### src/verilog/pmaf_pkg.sv
package pmaf_pkg;
    // ******************************************************************
    // command codes and sub-codes
    // ******************************************************************
    localparam logic [7:0] CMD_ALERT_MASK   = 8'h1B;
    localparam logic [7:0] CMD_VOUT_FORMAT  = 8'h20;
    localparam logic [7:0] SUB_MISC_STATUS  = 8'h7F;
    localparam logic [7:0] SUB_VEND_STATUS  = 8'h80;

    // ******************************************************************
    // field layouts and fixed values
    // ******************************************************************
    localparam logic [7:0] MISC_MASK_VALUE  = 8'h01;
    localparam logic [7:0] VEND_MASK_WR     = 8'hCE;
    localparam int         VEND_POR_BIT     = 7;
    localparam int         VEND_SELF_BIT    = 6;
    localparam int         VEND_RESET_BIT   = 3;
    localparam int         VEND_BCX_BIT     = 2;
    localparam int         VEND_SYNC_BIT    = 1;
    localparam int         FMT_REL_BIT      = 7;
    localparam logic [1:0] FMT_LINEAR       = 2'h0;
    localparam logic [4:0] EXP_MIN          = 5'h14;
    localparam logic [4:0] EXP_MAX          = 5'h1C;

    // ******************************************************************
    // values after reset, before a nonvolatile restore
    // ******************************************************************
    localparam logic [7:0] VEND_MASK_RST    = 8'hCE;
    localparam logic [7:0] VOUT_FORMAT_RST  = 8'h17;

    // ******************************************************************
    // conversion walk
    // ******************************************************************
    localparam int         NUM_VOUT_CMDS    = 4;

    typedef enum logic [1:0] {
        PMAF_IDLE  = 2'h0,
        PMAF_FETCH = 2'h1,
        PMAF_STORE = 2'h3
    } pmaf_conv_state_t;
endpackage : pmaf_pkg

### src/verilog/pmaf_rescale.sv
`timescale 1ns/100ps
`default_nettype none
module pmaf_rescale (
    // value in old format
    input  wire logic [15:0] val_i,
    input  wire logic [4:0]  old_exp_i,
    input  wire logic [4:0]  new_exp_i,
    // value in new format
    output logic      [15:0] val_o
);
    logic signed [5:0]  diff;
    logic        [31:0] wide;
    logic        [3:0]  amt;

    always_comb begin
        diff = $signed({old_exp_i[4], old_exp_i}) -
               $signed({new_exp_i[4], new_exp_i});
        amt  = diff[5] ? 4'((~diff) + 6'h01) : diff[3:0];
        wide = {16'h0000, val_i};
        if (diff[5]) begin
            // coarser lsb: low bits are dropped, not rounded
            wide = wide >> amt;
        end else begin
            wide = wide << amt;
        end
        // finer lsb may overflow: saturate rather than wrap
        val_o = (wide[31:16] != 16'h0000) ? 16'hFFFF : wide[15:0];
    end
endmodule : pmaf_rescale
`default_nettype wire

### src/verilog/pmaf_regs.sv
// Functional notes
// - misc alert mask sits at shared mask code with its own sub-code.
// - vendor alert mask sits at the same code with another sub-code.
// - misc mask reads 01h; bit 0 is fixed at one, others zero.
// - first-alerter condition alone never pulls the alert line.
// - vendor mask bits 7,6,3,2,1 writable; zero allows, one blocks.
// - vendor mask bits 5,4,0 read as zero.
// - clearing self-check mask may give alert at power-up.
// - clearing sync mask may pulse alert when stack is enabled.
// - format byte uses byte write and byte read; nonvolatile backed.
// - format byte ignores writes while conversion runs.
// - format byte: bit 7 relative flag, 6:5 read-only, 4:0 parameter.
// - format field reads 00b; exponent held between -4 and -12.
// - format write that changes the exponent rescales stored output-voltage command values.
`timescale 1ns/100ps
`default_nettype none
module pmaf_regs
    import pmaf_pkg::*;
#(
    parameter int NUM_CMDS = pmaf_pkg::NUM_VOUT_CMDS
) (
    // clock and reset
    input  wire logic                  mclk_i,
    input  wire logic                  reset_n_i,
    // decoded write transaction
    input  wire logic                  wr_i,
    input  wire logic [7:0]            wr_cmd_i,
    input  wire logic [7:0]            wr_sub_i,
    input  wire logic [7:0]            wr_data_i,
    // decoded read transaction
    input  wire logic                  rd_i,
    input  wire logic [7:0]            rd_cmd_i,
    input  wire logic [7:0]            rd_sub_i,
    output logic      [7:0]            rd_data_o,
    output logic                       rd_valid_o,
    output logic                       rd_unsup_o,
    output logic                       wr_refused_o,
    // nonvolatile restore
    input  wire logic                  nvm_load_i,
    input  wire logic [7:0]            nvm_vend_mask_i,
    input  wire logic [7:0]            nvm_format_i,
    // device state
    input  wire logic                  pwr_conv_on_i,
    input  wire logic [7:0]            misc_status_i,
    input  wire logic [7:0]            vend_status_i,
    // alert pin, open drain
    output logic                       smbalert_o,
    output logic                       smbalert_oe_o,
    // stored voltage command walk
    output logic                       conv_rd_o,
    output logic                       conv_we_o,
    output logic [$clog2(NUM_CMDS+1)-1:0] conv_idx_o,
    input  wire logic [15:0]           conv_val_i,
    output logic      [15:0]           conv_val_o,
    output logic                       conv_busy_o,
    // format as applied
    output logic      [7:0]            vout_format_o
);
    import pmaf_pkg::*;

    localparam int IW = $clog2(NUM_CMDS + 1);

    // refused at elaboration: the walk needs at least one stored command
    if (NUM_CMDS < 1) begin : g_bad_num_cmds
        $error("NUM_CMDS must be at least one");
    end

    // ******************************************************************
    // helpers
    // ******************************************************************
    function automatic logic is_mask(input logic [7:0] cmd,
                                     input logic [7:0] sub,
                                     input logic [7:0] want);
        is_mask = (cmd == CMD_ALERT_MASK) && (sub == want);
    endfunction : is_mask

    function automatic logic [7:0] fmt_clean(input logic [7:0] b);
        fmt_clean = {b[FMT_REL_BIT], FMT_LINEAR, b[4:0]};
    endfunction : fmt_clean

    function automatic logic exp_ok(input logic [7:0] b);
        exp_ok = (b[4:0] >= EXP_MIN) && (b[4:0] <= EXP_MAX);
    endfunction : exp_ok

    // ******************************************************************
    // register state
    // ******************************************************************
    logic [7:0]       vend_mask_r;
    logic [7:0]       format_r;
    logic [4:0]       old_exp_r;
    pmaf_conv_state_t state_r;
    logic [IW-1:0]    idx_r;
    logic [15:0]      conv_val_r;
    logic [15:0]      scaled;
    logic             fmt_wr;
    logic             fmt_take;

    assign fmt_wr   = wr_i && (wr_cmd_i == CMD_VOUT_FORMAT);
    // refused while converting power, walking, or exponent out of range;
    // a restore in the same cycle wins, so the write must not start a walk
    assign fmt_take = fmt_wr && !pwr_conv_on_i
                      && !nvm_load_i
                      && (state_r == PMAF_IDLE)
                      && exp_ok(wr_data_i);

    // ******************************************************************
    // vendor mask
    // ******************************************************************
    always_ff @(posedge mclk_i or negedge reset_n_i) begin
        if (!reset_n_i) begin
            vend_mask_r <= VEND_MASK_RST;
        end else if (nvm_load_i) begin
            vend_mask_r <= nvm_vend_mask_i & VEND_MASK_WR;
        end else if (wr_i && is_mask(wr_cmd_i, wr_sub_i,
                                     SUB_VEND_STATUS)) begin
            vend_mask_r <= wr_data_i & VEND_MASK_WR;
        end
    end

    // ******************************************************************
    // format byte
    // ******************************************************************
    always_ff @(posedge mclk_i or negedge reset_n_i) begin
        if (!reset_n_i) begin
            format_r  <= VOUT_FORMAT_RST;
            old_exp_r <= VOUT_FORMAT_RST[4:0];
        end else if (nvm_load_i && exp_ok(nvm_format_i)) begin
            format_r  <= fmt_clean(nvm_format_i);
            old_exp_r <= nvm_format_i[4:0];
        end else if (fmt_take) begin
            format_r  <= fmt_clean(wr_data_i);
            old_exp_r <= format_r[4:0];
        end
    end

    // ******************************************************************
    // refusal report
    // ******************************************************************
    always_ff @(posedge mclk_i or negedge reset_n_i) begin
        if (!reset_n_i) begin
            wr_refused_o <= 1'b0;
        end else begin
            // a write to the fixed misc mask is also refused
            wr_refused_o <= (fmt_wr && !fmt_take) ||
                (wr_i && is_mask(wr_cmd_i, wr_sub_i, SUB_MISC_STATUS));
        end
    end

    // ******************************************************************
    // read path
    // ******************************************************************
    always_ff @(posedge mclk_i or negedge reset_n_i) begin
        if (!reset_n_i) begin
            rd_data_o  <= 8'h00;
            rd_valid_o <= 1'b0;
            rd_unsup_o <= 1'b0;
        end else begin
            rd_valid_o <= rd_i;
            rd_unsup_o <= 1'b0;
            if (rd_i) begin
                if (is_mask(rd_cmd_i, rd_sub_i, SUB_MISC_STATUS)) begin
                    rd_data_o <= MISC_MASK_VALUE;
                end else if (is_mask(rd_cmd_i, rd_sub_i,
                                     SUB_VEND_STATUS)) begin
                    rd_data_o <= vend_mask_r;
                end else if (rd_cmd_i == CMD_VOUT_FORMAT) begin
                    rd_data_o <= format_r;
                end else begin
                    rd_data_o  <= 8'h00;
                    rd_unsup_o <= 1'b1;
                end
            end
        end
    end

    // ******************************************************************
    // alert line
    // ******************************************************************
    logic alert_nxt;

    // self-check and sync sources pass when unmasked; their power-up and
    // stack-enable glitches are the host's to mask
    assign alert_nxt =
        (|(vend_status_i & ~vend_mask_r & VEND_MASK_WR)) ||
        (|(misc_status_i & ~MISC_MASK_VALUE));

    always_ff @(posedge mclk_i or negedge reset_n_i) begin
        if (!reset_n_i) begin
            smbalert_oe_o <= 1'b0;
        end else begin
            smbalert_oe_o <= alert_nxt;
        end
    end

    assign smbalert_o = 1'b0;

    // ******************************************************************
    // conversion walk over stored voltage commands
    // ******************************************************************
    pmaf_rescale u_rescale (
        .val_i     (conv_val_i),
        .old_exp_i (old_exp_r),
        .new_exp_i (format_r[4:0]),
        .val_o     (scaled)
    );

    always_ff @(posedge mclk_i or negedge reset_n_i) begin
        if (!reset_n_i) begin
            state_r <= PMAF_IDLE;
            idx_r   <= '0;
        end else begin
            case (state_r)
                PMAF_IDLE: begin
                    // only an exponent change needs a rescale
                    if (fmt_take && wr_data_i[4:0] != format_r[4:0]) begin
                        state_r <= PMAF_FETCH;
                        idx_r   <= '0;
                    end
                end
                PMAF_FETCH: begin
                    state_r <= PMAF_STORE;
                end
                PMAF_STORE: begin
                    if (idx_r == IW'(NUM_CMDS - 1)) begin
                        state_r <= PMAF_IDLE;
                    end else begin
                        state_r <= PMAF_FETCH;
                    end
                    idx_r <= idx_r + IW'(1);
                end
                default: begin
                    state_r <= PMAF_IDLE;
                end
            endcase
        end
    end

    always_ff @(posedge mclk_i or negedge reset_n_i) begin
        if (!reset_n_i) begin
            conv_val_r <= 16'h0000;
        end else if (state_r == PMAF_FETCH) begin
            conv_val_r <= scaled;
        end
    end

    assign conv_rd_o     = (state_r == PMAF_FETCH);
    assign conv_we_o     = (state_r == PMAF_STORE);
    assign conv_idx_o    = idx_r;
    assign conv_val_o    = conv_val_r;
    assign conv_busy_o   = (state_r != PMAF_IDLE);
    assign vout_format_o = format_r;
endmodule : pmaf_regs
`default_nettype wire

### config.mk
export PLATFORM = sky130hd
export DESIGN_NAME = pmaf_regs
export DESIGN_NICKNAME = d
export VERILOG_FILES = /design/src/verilog/pmaf_pkg.sv /design/src/verilog/pmaf_rescale.sv /design/src/verilog/pmaf_regs.sv
export SDC_FILE = /design/constraint.sdc
export NUM_CORES = 1
export LEC_CHECK = 0
export ABC_AREA = 1
export ABC_CLOCK_PERIOD_IN_PS = 3400
export BUFFER_PORTS_ARGS = -buffer_cell sky130_fd_sc_hd__buf_2
export CAP_MARGIN = 20
export CELL_PAD_IN_SITES_DETAIL_PLACEMENT = 1
export CELL_PAD_IN_SITES_GLOBAL_PLACEMENT = 1
export CORE_ASPECT_RATIO = 0.5
export CORE_MARGIN = 4
export CORE_UTILIZATION = 30
export DETAILED_ROUTE_END_ITERATION = 10
export HOLD_SLACK_MARGIN = 0.15
export MAX_ROUTING_LAYER = met4
export PLACE_DENSITY = 0.75
export SLEW_MARGIN = 25
export SYNTH_ARGS = -nofsm -noshare
export SYNTH_HDL_FRONTEND = slang
export SYNTH_HIERARCHICAL = 1
export SYNTH_SLANG_ARGS = --single-unit
### constraint.sdc
create_clock -name mclk_i -period 3.4 [get_ports mclk_i]
set_clock_uncertainty 0.2 [all_clocks]
set_input_delay 0.68 -clock mclk_i [delete_from_list [all_inputs] [get_ports mclk_i]]
set_output_delay 0.68 -clock mclk_i [all_outputs]
set_load 0.03 [all_outputs]
Yosys cells after proc, flatten, opt, wreduce, memory -nomap -nowiden
Index checks and enable logic that the tools add are counted.
{"block": "word_totals", "regBits": 54, "inputBits": 94, "out_inout_bits": 43, "word_cells": 87}
{"block": "classes", "add_sub_neg": 3, "n_lt_le_gt_ge": 4, "n_eq_ne": 13, "shift": 2, "muxes": 21, "n_bitwise": 3, "reduce_logical": 30}
{"operator": "8-bit 2-to-1 mux", "n": 7}
{"operator": "32-bit 2-to-1 mux", "n": 1}
{"operator": "16-bit by 4-bit << shifter with 32-bit output", "n": 1}
{"operator": "16-bit by 4-bit >> shifter with 32-bit output", "n": 1}
{"operator": "8-bit by 5-bit == test with 1-bit output (second input constant)", "n": 2}
{"operator": "8-bit by 6-bit == test with 1-bit output (second input constant)", "n": 2}
{"operator": "8-bit by 7-bit == test with 1-bit output (second input constant)", "n": 2}
{"operator": "8-bit == test (second input constant)", "n": 2}
{"operator": "1-bit logical AND", "n": 16}
{"operator": "16-bit 2-to-1 mux", "n": 1}
{"operator": "16-bit nonzero test", "n": 1}
{"operator": "5-bit >= comparator (second input constant)", "n": 2}
{"operator": "5-bit <= comparator (second input constant)", "n": 2}
{"operator": "5-bit 2-to-1 mux", "n": 2}
{"operator": "8-bit bitwise AND", "n": 1}
{"operator": "8-bit inverter", "n": 1}
{"operator": "2-bit nonzero test", "n": 4}
{"operator": "7-bit OR reduction", "n": 1}
{"operator": "2-bit one-hot mux with 3 select lines", "n": 1}
{"operator": "3-bit one-hot mux with 2 select lines", "n": 1}
{"operator": "5-bit by 5-bit subtractor with 6-bit output", "n": 1}
{"operator": "1-bit 2-to-1 mux", "n": 5}
{"operator": "5-bit inequality test", "n": 1}
{"operator": "5-bit OR reduction", "n": 1}
{"operator": "14 further kinds", "n": 17}

Logic depth before layout (Yosys ltp)
Gate-level depths: netlist (run 1).
{"block": "logic_depth", "word_depth": 9, "ltp_mapped": 22, "mapped_depth_nobuf": 20}

Modules after synthesis
The synthesis (run 1) kept the hierarchy.
{"mod": "pmaf_regs", "instances": 1, "cells_per_inst": 356, "area_per_inst_um2": 2633.8, "seq_area_each_um2": 1217.4}
{"mod": "pmaf_rescale", "instances": 1, "cells_per_inst": 384, "area_per_inst_um2": 1941.9, "seq_area_each_um2": 0.0}

Least setup slack after synthesis (run 1)
OpenSTA, ideal clock, no wires.
{"block": "synth_timing", "kind": "reg2reg", "from": "register format_r[0], in the netlist vout_format_o[0]", "to": "register conv_val_r[5], in the netlist conv_val_o[5]", "setup_time_ps": 118, "arrival_ps": 2949, "required_ps": 3082, "setup_slack_ps": 133, "stages_incl_launch_ff": 21, "path_buffers": 2, "period_less_slack_ps": 3267, "cell_sequence": "dfstp_2 -> ha_1 -> inv_1 -> fa_1 -> inv_1 -> ha_1 -> inv_1 -> nand2_2 -> nand2_2 -> buf_6 -> nand2_2 -> nand2_1 -> nor2_1 -> nand2_1 -> nand2_1 -> nand2_1 -> nand2_2 -> buf_6 -> nand3_2 -> nand2_1 -> nand2_1"}
{"block": "synth_between", "elab_chain_len": 8, "elab_cells_between_ends": 9, "cone_classes": "2 x add/sub; 2 x shift; 3 x mux; 1 x bitwise; 1 x reduce/logical"}
{"item": "start: declaration", "line_no": "pmaf_regs.sv:89", "source": "logic [7:0] format_r;"}
{"item": "start signal: assignment", "line_no": "pmaf_regs.sv:128", "source": "format_r <= fmt_clean(nvm_format_i);"}
{"item": "start signal: assignment", "line_no": "pmaf_regs.sv:131", "source": "format_r <= fmt_clean(wr_data_i);"}
{"item": "5-bit by 5-bit subtractor with 6-bit output *", "line_no": "pmaf_rescale.sv:16", "source": "diff = $signed({old_exp_i[4], old_exp_i}) -"}
{"item": "4-bit inverter", "line_no": "pmaf_rescale.sv:18", "source": "amt = diff[5] ? 4'((~diff) + 6'h01) : diff[3:0];"}
{"item": "4-bit by 1-bit adder with 4-bit output", "line_no": "pmaf_rescale.sv:18"}
{"item": "4-bit 2-to-1 mux", "line_no": "pmaf_rescale.sv:18"}
{"item": "16-bit by 4-bit << shifter with 32-bit output or 16-bit by 4-bit >> shifter with 32-bit output (tied branches)", "line_no": "pmaf_rescale.sv:24, pmaf_rescale.sv:22"}
{"item": "32-bit 2-to-1 mux *", "line_no": "pmaf_rescale.sv:20", "source": "if (diff[5]) begin"}
{"item": "16-bit nonzero test", "line_no": "pmaf_rescale.sv:27", "source": "val_o = (wide[31:16] != 16'h0000) ? 16'hFFFF : wide[15:0];"}
{"item": "16-bit 2-to-1 mux *", "line_no": "pmaf_rescale.sv:27"}
{"item": "via scaled[5]", "line_no": "pmaf_regs.sv:94", "source": "logic [15:0] scaled;"}
{"item": "end signal: assignment", "line_no": "pmaf_regs.sv:242", "source": "conv_val_r <= scaled;"}
{"item": "end: declaration", "line_no": "pmaf_regs.sv:93", "source": "logic [15:0] conv_val_r;"}
The timed path passes the listed nets; every way through them passes the cells marked *.
A chain may end at the register's enable or synchronous reset.

Worst setup path after layout (run 1)
Ends and elaborated chain as after synthesis.

==> metrics.csv, run 1 <==
metric,value,unit
largest family of logic cells by synthesized area,simple AND/OR/NAND/NOR gates,
"most common cell after layout, fill and taps aside",nand2_1,
boundary pin count,137,
maxcap violations,0,
Area Growth Syn to Fin,23.7,%
Port Buffers,122,
DRT Pass-1 Iters,4,
Root Driver,clkbuf_16,
clk buf depth,2,
f_max,312,MHz
Final Max Tran Viols,0,
post-route antenna net violation count,0,
WHS,0.269,ns
# setup viols final,0,
CTS tree,done,
Clock Sinks,48,
first-pass GRT wire length,25500,µm
core area,0.0147,mm²
ANT cells,0,
CP required,3.39,ns
Synth Area in XOR/XNOR,0.766,%
largest net degree at the start of global routing,38,
Worst-Margin Slew,0.657,ns
final setup TNS,0,ns
Initial Util,31.1,%
Clk network pwr share,9.9,%
placed instance area,0.00540,mm²
vias,5095,
total power,6.65,mW
Non-Filler Instances,1061,
Die X,183,µm
Final Cell Area,0.00566,mm²
Peak VDD IR,0.000481,V
vias per cell,4.80,
Die H,95.3,µm
fraction of synthesized area in multiplexers,0,%
synth top area cells,"nand2_1, dfrtp_1, nand3_1",
Fillers,1982,
CP arrival,3.20,ns
Skew-Pair Late Insertion Delay,0.30,ns
Unique masters post-synth,45,
"Clk pin slew, worst setup/hold paths",0.07,ns
fin crit share,94.4,%
CP Max Fanout,14,
Setup Buffers After CTS,0,
"Seq/Total Area, Yosys",26.6,%
CTS buffer count,5,
internal power,2.90,mW
gr ovfl total,0,
die area,0.0174,mm²
dpl cells,1052,
"Avg Cell Area, Syn",6.18,µm²
RSZ-0062 raised after global routing,no,
Multi-input gate area,0.00290,mm²
Switching Share,56.4,%
Total Routing Usage GR,18.3,%
most frequent cells in the layout,"nand2_1, buf_2, nand3_1",
Core Rows,31,
Ys Warns,6,
initial antenna violation count,0,
worst reg-to-reg setup slack,0.19,ns
WS Path Type,flop to flop,
share of the synthesized area in the top cell type,22.4,%
combinational share of power,77.1,%
Startpoint Class,flop,
endpoints failing hold,0,
Compound-Gate Fraction of Synth Area,8.72,%
vias in the first global route,5372,
PwrDens,1170,mW/mm²
share of cells above drive strength 1,25.6,%
status,completed,
crit path capture type,flop,
Net Switching,3.75,mW
Post-Route WL,15400,µm
RD Place Congestion,0.889,
fin nets,965,
Final min period,3.21,ns
leakage power,3.17,nW
worst min path class,flop to flop,
drt wl/cell,14.5,µm
register area,0.00122,mm²
adder-cell share of the synthesized area,2.63,%
simple-gate area share of the yosys netlist,49.8,%
Synth Register Bits,48,
DRC,0,
CTS H-tree lvls,2,
initial DRC count,213,
Yosys top cell by area,nand2_1,
Worst slew margin,56.2,%
HPWL Detailed,12600,µm
Netlist Area Pre-Place,0.00458,mm²
Seq pwr share,13.0,%
Synth Instances,740,
==> power groups by stage <==
stage / clock network [mW] / registers, mW / logic, mW
after floorplan: 0 / 1.12 / 3.44
after global placement: 0 / 0.868 / 4.88
after detailed placement: 0 / 0.874 / 4.97
after CTS: 0.670 / 0.868 / 5.00
after global routing: 0.698 / 0.889 / 5.77
final: 0.659 / 0.864 / 5.12
==> through the flow <==
stage	util [%]	worst slack [ns]
after global routing	38.5	0.00481
after detailed placement	36.7	0.0463
after CTS	38.1	0.0211
final	38.5	0.190
after floorplan	-	0.133
after global placement	36.7	0.116
==> per-layer routing <==
metal | GRT usage, % | part of all wire [%] | routed length [µm]
met1 | 23.3 | 47 | 7210
met2 | 31.4 | 48 | 7350
met3 | 2.74 | 4.4 | 683
met4 | 3.37 | 1.1 | 177
met5 | - | 0 | 0
==> final cells by class <==
class / instances / share of cell area, %
Multi-Input combinational cell: 586 / 51.2
Tap cell: 198 / 4.38
Sequential cell: 48 / 21.5
Clock buffer: 5 / 2.21
Clock inverter: 3 / 1.22
Timing Repair Buffer: 140 / 13.8
Inverter: 81 / 5.68
==> flip-flops by register name, indices dropped and copies added (netlist names) <==
name and count:
wr_refused_o 1, rd_valid_o 1, rd_data_o 7, vout_format_o 6
rd_unsup_o 1, conv_idx_o 3, old_exp_r 5, conv_val_o 16
vend_mask_r 5, state_r 2, smbalert_oe_o 1
==> what timing repair did <==
item / in CTS / in global routing
resized for setup: 0 / 12
endpoints found under the hold margin: 11 / 0
hold buffers: 1 / 0
setup endpoints to repair: 0 / 16
==> critical path, stage by stage (launching register included) <==
cell     delay (ns)
dfstp_2        0.54
ha_1           0.13
inv_1          0.06
fa_1           0.53
inv_2          0.07
ha_4           0.30
inv_1          0.05
nand2_2        0.09
nand2_2        0.13
buf_4          0.22
nand2_1        0.08
o21ai_0        0.12
nand3_1        0.10
o21ai_0        0.08
nor2_1         0.17
nand3_2        0.09
nand2_1        0.07
nand2_1        0.05
==> logic make-up after synthesis <==
kind of cell,Yosys count
flops,48
simple gates,495
buf+inv,109
fa+ha+maj,9
xor+xnor,4
compound gates,74
other cells,1
==> final timing paths <==
kind                                              startpoint  depth (start not counted)                          to
worst max-delay path            vout_format_o[0]$_DFFE_PN1P_                         17   conv_val_o[5]$_DFFE_PN0P_
worst min-delay path               conv_val_o[6]$_DFFE_PN0P_                          2   conv_val_o[6]$_DFFE_PN0P_
worst max register to register  vout_format_o[0]$_DFFE_PN1P_                         17   conv_val_o[5]$_DFFE_PN0P_
worst min register to register     conv_val_o[6]$_DFFE_PN0P_                          2   conv_val_o[6]$_DFFE_PN0P_
max in group asynchronous                          reset_n_i                          3  vend_mask_r[6]$_DFFE_PN1P_
min in group asynchronous                          reset_n_i                          2   conv_val_o[1]$_DFFE_PN0P_
==> cell usage after synthesis (all sizes together) <==
master,n
buf,23
nor4,2
clkinv,1
o211ai,2
dfrtp,35
nand2,297
xor2,1
ha,8
xnor2,3
clkbuf,5
fa,1
and2,1
nand3b,2
nor3,4
or2,3
a21oi,19
a31oi,1
nand3,105
o21ai,48
a221oi,1
dfstp,13
o31ai,2
nor2,71
nand4,10
inv,80
conb,1
a21boi,1
Power figures use the tool's default switching activity.
==> run 2, diff against run 1 <==
--- a/config.mk
+++ b/config.mk
@@ -13,11 +13,11 @@
 export CELL_PAD_IN_SITES_GLOBAL_PLACEMENT = 1
 export CORE_ASPECT_RATIO = 0.5
 export CORE_MARGIN = 4
-export CORE_UTILIZATION = 30
+export CORE_UTILIZATION = 36
 export DETAILED_ROUTE_END_ITERATION = 10
 export HOLD_SLACK_MARGIN = 0.15
 export MAX_ROUTING_LAYER = met4
-export PLACE_DENSITY = 0.75
+export PLACE_DENSITY = 0.87
 export SLEW_MARGIN = 25
 export SYNTH_ARGS = -nofsm -noshare
 export SYNTH_HDL_FRONTEND = slang
==> run 2 against run 1 <==
  * First-iteration DRC count increased by 43%
  * Final cell count decreased by 3.1%
  * Sequential power about the same
  * Die area decreased by 16%
  * Flip-flop and latch count unchanged
  * Combinational power about the same
  * Routed wire length increased by 0.28%
  * Critical path depth unchanged
  * Non-clock buffer count decreased by 1
==> metrics.csv, run 2 (same netlist as run 1, synthesis figures left out) <==
metric,value,unit,change
status,completed,,unchanged
fin crit share,94.4,%,about the same
Clock Sinks,48,,unchanged
DP Worst Slack,-0.00984,ns,was 0.0463 ns
WHS,0.194,ns,was 0.269 ns
WS Path Type,flop to flop,,unchanged
vias,5172,,was 5095
WP buf/inv,3,,was 4
Worst slew margin,57.2,%,was 56.2%
setup ws final,0.189,ns,was 0.190 ns
clk buf depth,2,,unchanged
boundary pin count,137,,unchanged
PwrDens,1170,mW/mm²,about the same
Util after Layout,46.0,%,was 38.5%
Non-Filler Instances,1028,,was 1061
CTS tree,done,,unchanged
most frequent cells in the layout,"nand2_1, buf_2, nand3_1",,unchanged
CTS buffer count,5,,unchanged
first-pass GRT wire length,25900,µm,was 25500 µm
critical path depth,17,,unchanged
CP Max Fanout,16,,was 14
leakage power,3.15,nW,was 3.17 nW
CP startpoint,vout_format_o[0]$_DFFE_PN1P_,,unchanged
share of cells above drive strength 1,25.8,%,was 25.6%
worst reg-to-reg setup slack,0.19,ns,about the same
post-route antenna net violation count,0,,unchanged
maxcap violations,0,,unchanged
CP required,3.39,ns,about the same
RD Place Congestion,0.927,,was 0.889
final setup TNS,0,ns,unchanged
gr ovfl total,0,,unchanged
CTS Hold Bufs,0,,was 1
"most used cell, CP",nand2_1,,unchanged
Final Cell Area,0.00558,mm²,was 0.00566 mm²
Die H,87.7,µm,was 95.3 µm
crit path capture type,flop,,unchanged
f_max,311,MHz,was 312 MHz
CTS H-tree lvls,2,,unchanged
placed instance area,0.00534,mm²,was 0.00540 mm²
CP arrival,3.20,ns,about the same
Startpoint Class,flop,,unchanged
largest net degree at the start of global routing,49,,was 38
DRC,0,,unchanged
Final Max Tran Viols,0,,unchanged
initial antenna violation count,0,,unchanged
HPWL Detailed,12200,µm,was 12600 µm
Post-Route WL,15500,µm,was 15400 µm
vias in the first global route,5419,,was 5372
"most common cell after layout, fill and taps aside",nand2_1,,unchanged
"Clk pin slew, worst setup/hold paths",0.07,ns,about the same
Worst-Margin Slew,0.643,ns,was 0.657 ns
Initial Util,37.7,%,was 31.1%
die area,0.0147,mm²,was 0.0174 mm²
Setup Buffers After CTS,0,,unchanged
Total Routing Usage GR,21.9,%,was 18.3%
initial DRC count,305,,was 213
Critical R2R Launch,vout_format_o[0]$_DFFE_PN1P_,,unchanged
CP peak stage delay,0.54,ns,about the same
RSZ-0062 raised after global routing,yes,,was no
core area,0.0121,mm²,was 0.0147 mm²
fin nets,965,,unchanged
Peak VDD IR,0.000365,V,was 0.000481 V
Port Buffers,122,,unchanged
total power,6.55,mW,was 6.65 mW
Largest register FFs,16,,unchanged
worst min path class,input pin to async pin,,was flop to flop
Core Rows,28,,was 31
Area Growth Syn to Fin,21.9,%,was 23.7%
R2R Path End,conv_val_o[9]$_DFFE_PN0P_,,was conv_val_o[5]$_DFFE_PN0P_
Skew-Pair Late Insertion Delay,0.30,ns,about the same
slowest stage cell on the critical path,dfstp_2,,unchanged
endpoints failing hold,0,,unchanged
dpl cells,1019,,was 1052
Top delay family on crit path,simple AND/OR/NAND/NOR gates,,was adder cells
Register-to-Register Path Depth,17,,unchanged
Die X,167,µm,was 183 µm
# setup viols final,0,,unchanged
drt wl/cell,15.0,µm,was 14.5 µm
Root Driver,clkbuf_16,,unchanged
vias per cell,5.03,,was 4.80
cells along the critical path,"ha_1, inv_1, fa_1, inv_2, ha_4, nand2_8, buf_4, nand3_1, nand3_1, nand2_1, nand2_1, nor2_2, nand2_2, nand2_8, nand3_2, nand2_1, nand2_1",,"was ha_1, inv_1, fa_1, inv_2, ha_4, inv_1, nand2_2, nand2_2, buf_4, nand2_1, o21ai_0, nand3_1, o21ai_0, nor2_1, nand3_2, nand2_1, nand2_1"
Final min period,3.21,ns,about the same
DRT Pass-1 Iters,4,,unchanged
ANT cells,0,,unchanged
## run 2: cell types whose count changed in the layout (fill, tap and decap cells not counted), moves of 2 or more
| cell | previous run | this run |
|---|---|---|
| clkinvlp_4 | 0 | 3 |
| buf_6 | 0 | 2 |
| nand2_8 | 6 | 4 |
| nand2_4 | 2 | 5 |
## run 2: final cells by class
cell class	count	area, µm²
Sequential cell	48	1220
Multi-Input combinational cell	586	2890
Tap cell	165	206
Inverter	81	325
Timing Repair Buffer	139	761
Timing Repair inverter	1	7.51
Clock buffer	5	125
Fill cell	1716	6550
Clock inverter	3	46.3
## run 2: how the worst max path moves through the flow
stage	to
6_report	conv_val_o[9]$_DFFE_PN0P_
3_5_place_dp	conv_val_o[4]$_DFFE_PN0P_
2_1_floorplan	conv_val_o[5]$_DFFE_PN0P_
3_3_place_gp	conv_val_o[2]$_DFFE_PN0P_
4_1_cts	conv_val_o[2]$_DFFE_PN0P_
5_1_grt	conv_val_o[4]$_DFFE_PN0P_
## run 2: power breakdown
group | internal [mW] | switching (mW) | total (mW) | leakage [nW]
clock network | 0.350 | 0.242 | 0.592 | 0.0804
logic | 1.69 | 3.40 | 5.09 | 2.50
registers | 0.759 | 0.104 | 0.863 | 0.567
total | 2.80 | 3.75 | 6.55 | 3.15
## run 2: metal layers
| metal | vias up | wire length (µm) | share of wire, % | track usage (%) |
|---|---|---|---|---|
| met5 | - | 0 | 0 | - |
| met4 | 0 | 185 | 1.2 | 3.83 |
| met3 | 17 | 700 | 4.5 | 3.02 |
| met2 | 122 | 7490 | 48 | 38.6 |
| met1 | 2437 | 7090 | 46 | 27.5 |
| li1 | 2596 | - | - | - |
## run 2: repair_timing
action	CTS	global route
resized for setup	1	13
endpoints found under the setup margin	2	16
cloned	0	1
## run 2: worst register-to-register path, stage by stage, from the launching register on
cell and delay [ns]:
dfstp_2 0.54, ha_1 0.14, inv_1 0.06, fa_1 0.53, inv_2 0.07, ha_4 0.30
nand2_8 0.06, buf_4 0.18, nand3_1 0.11, nand3_1 0.11, nand2_1 0.12, nand2_1 0.08
nor2_2 0.13, nand2_2 0.10, nand2_8 0.14, nand3_2 0.08, nand2_1 0.10, nand2_1 0.06
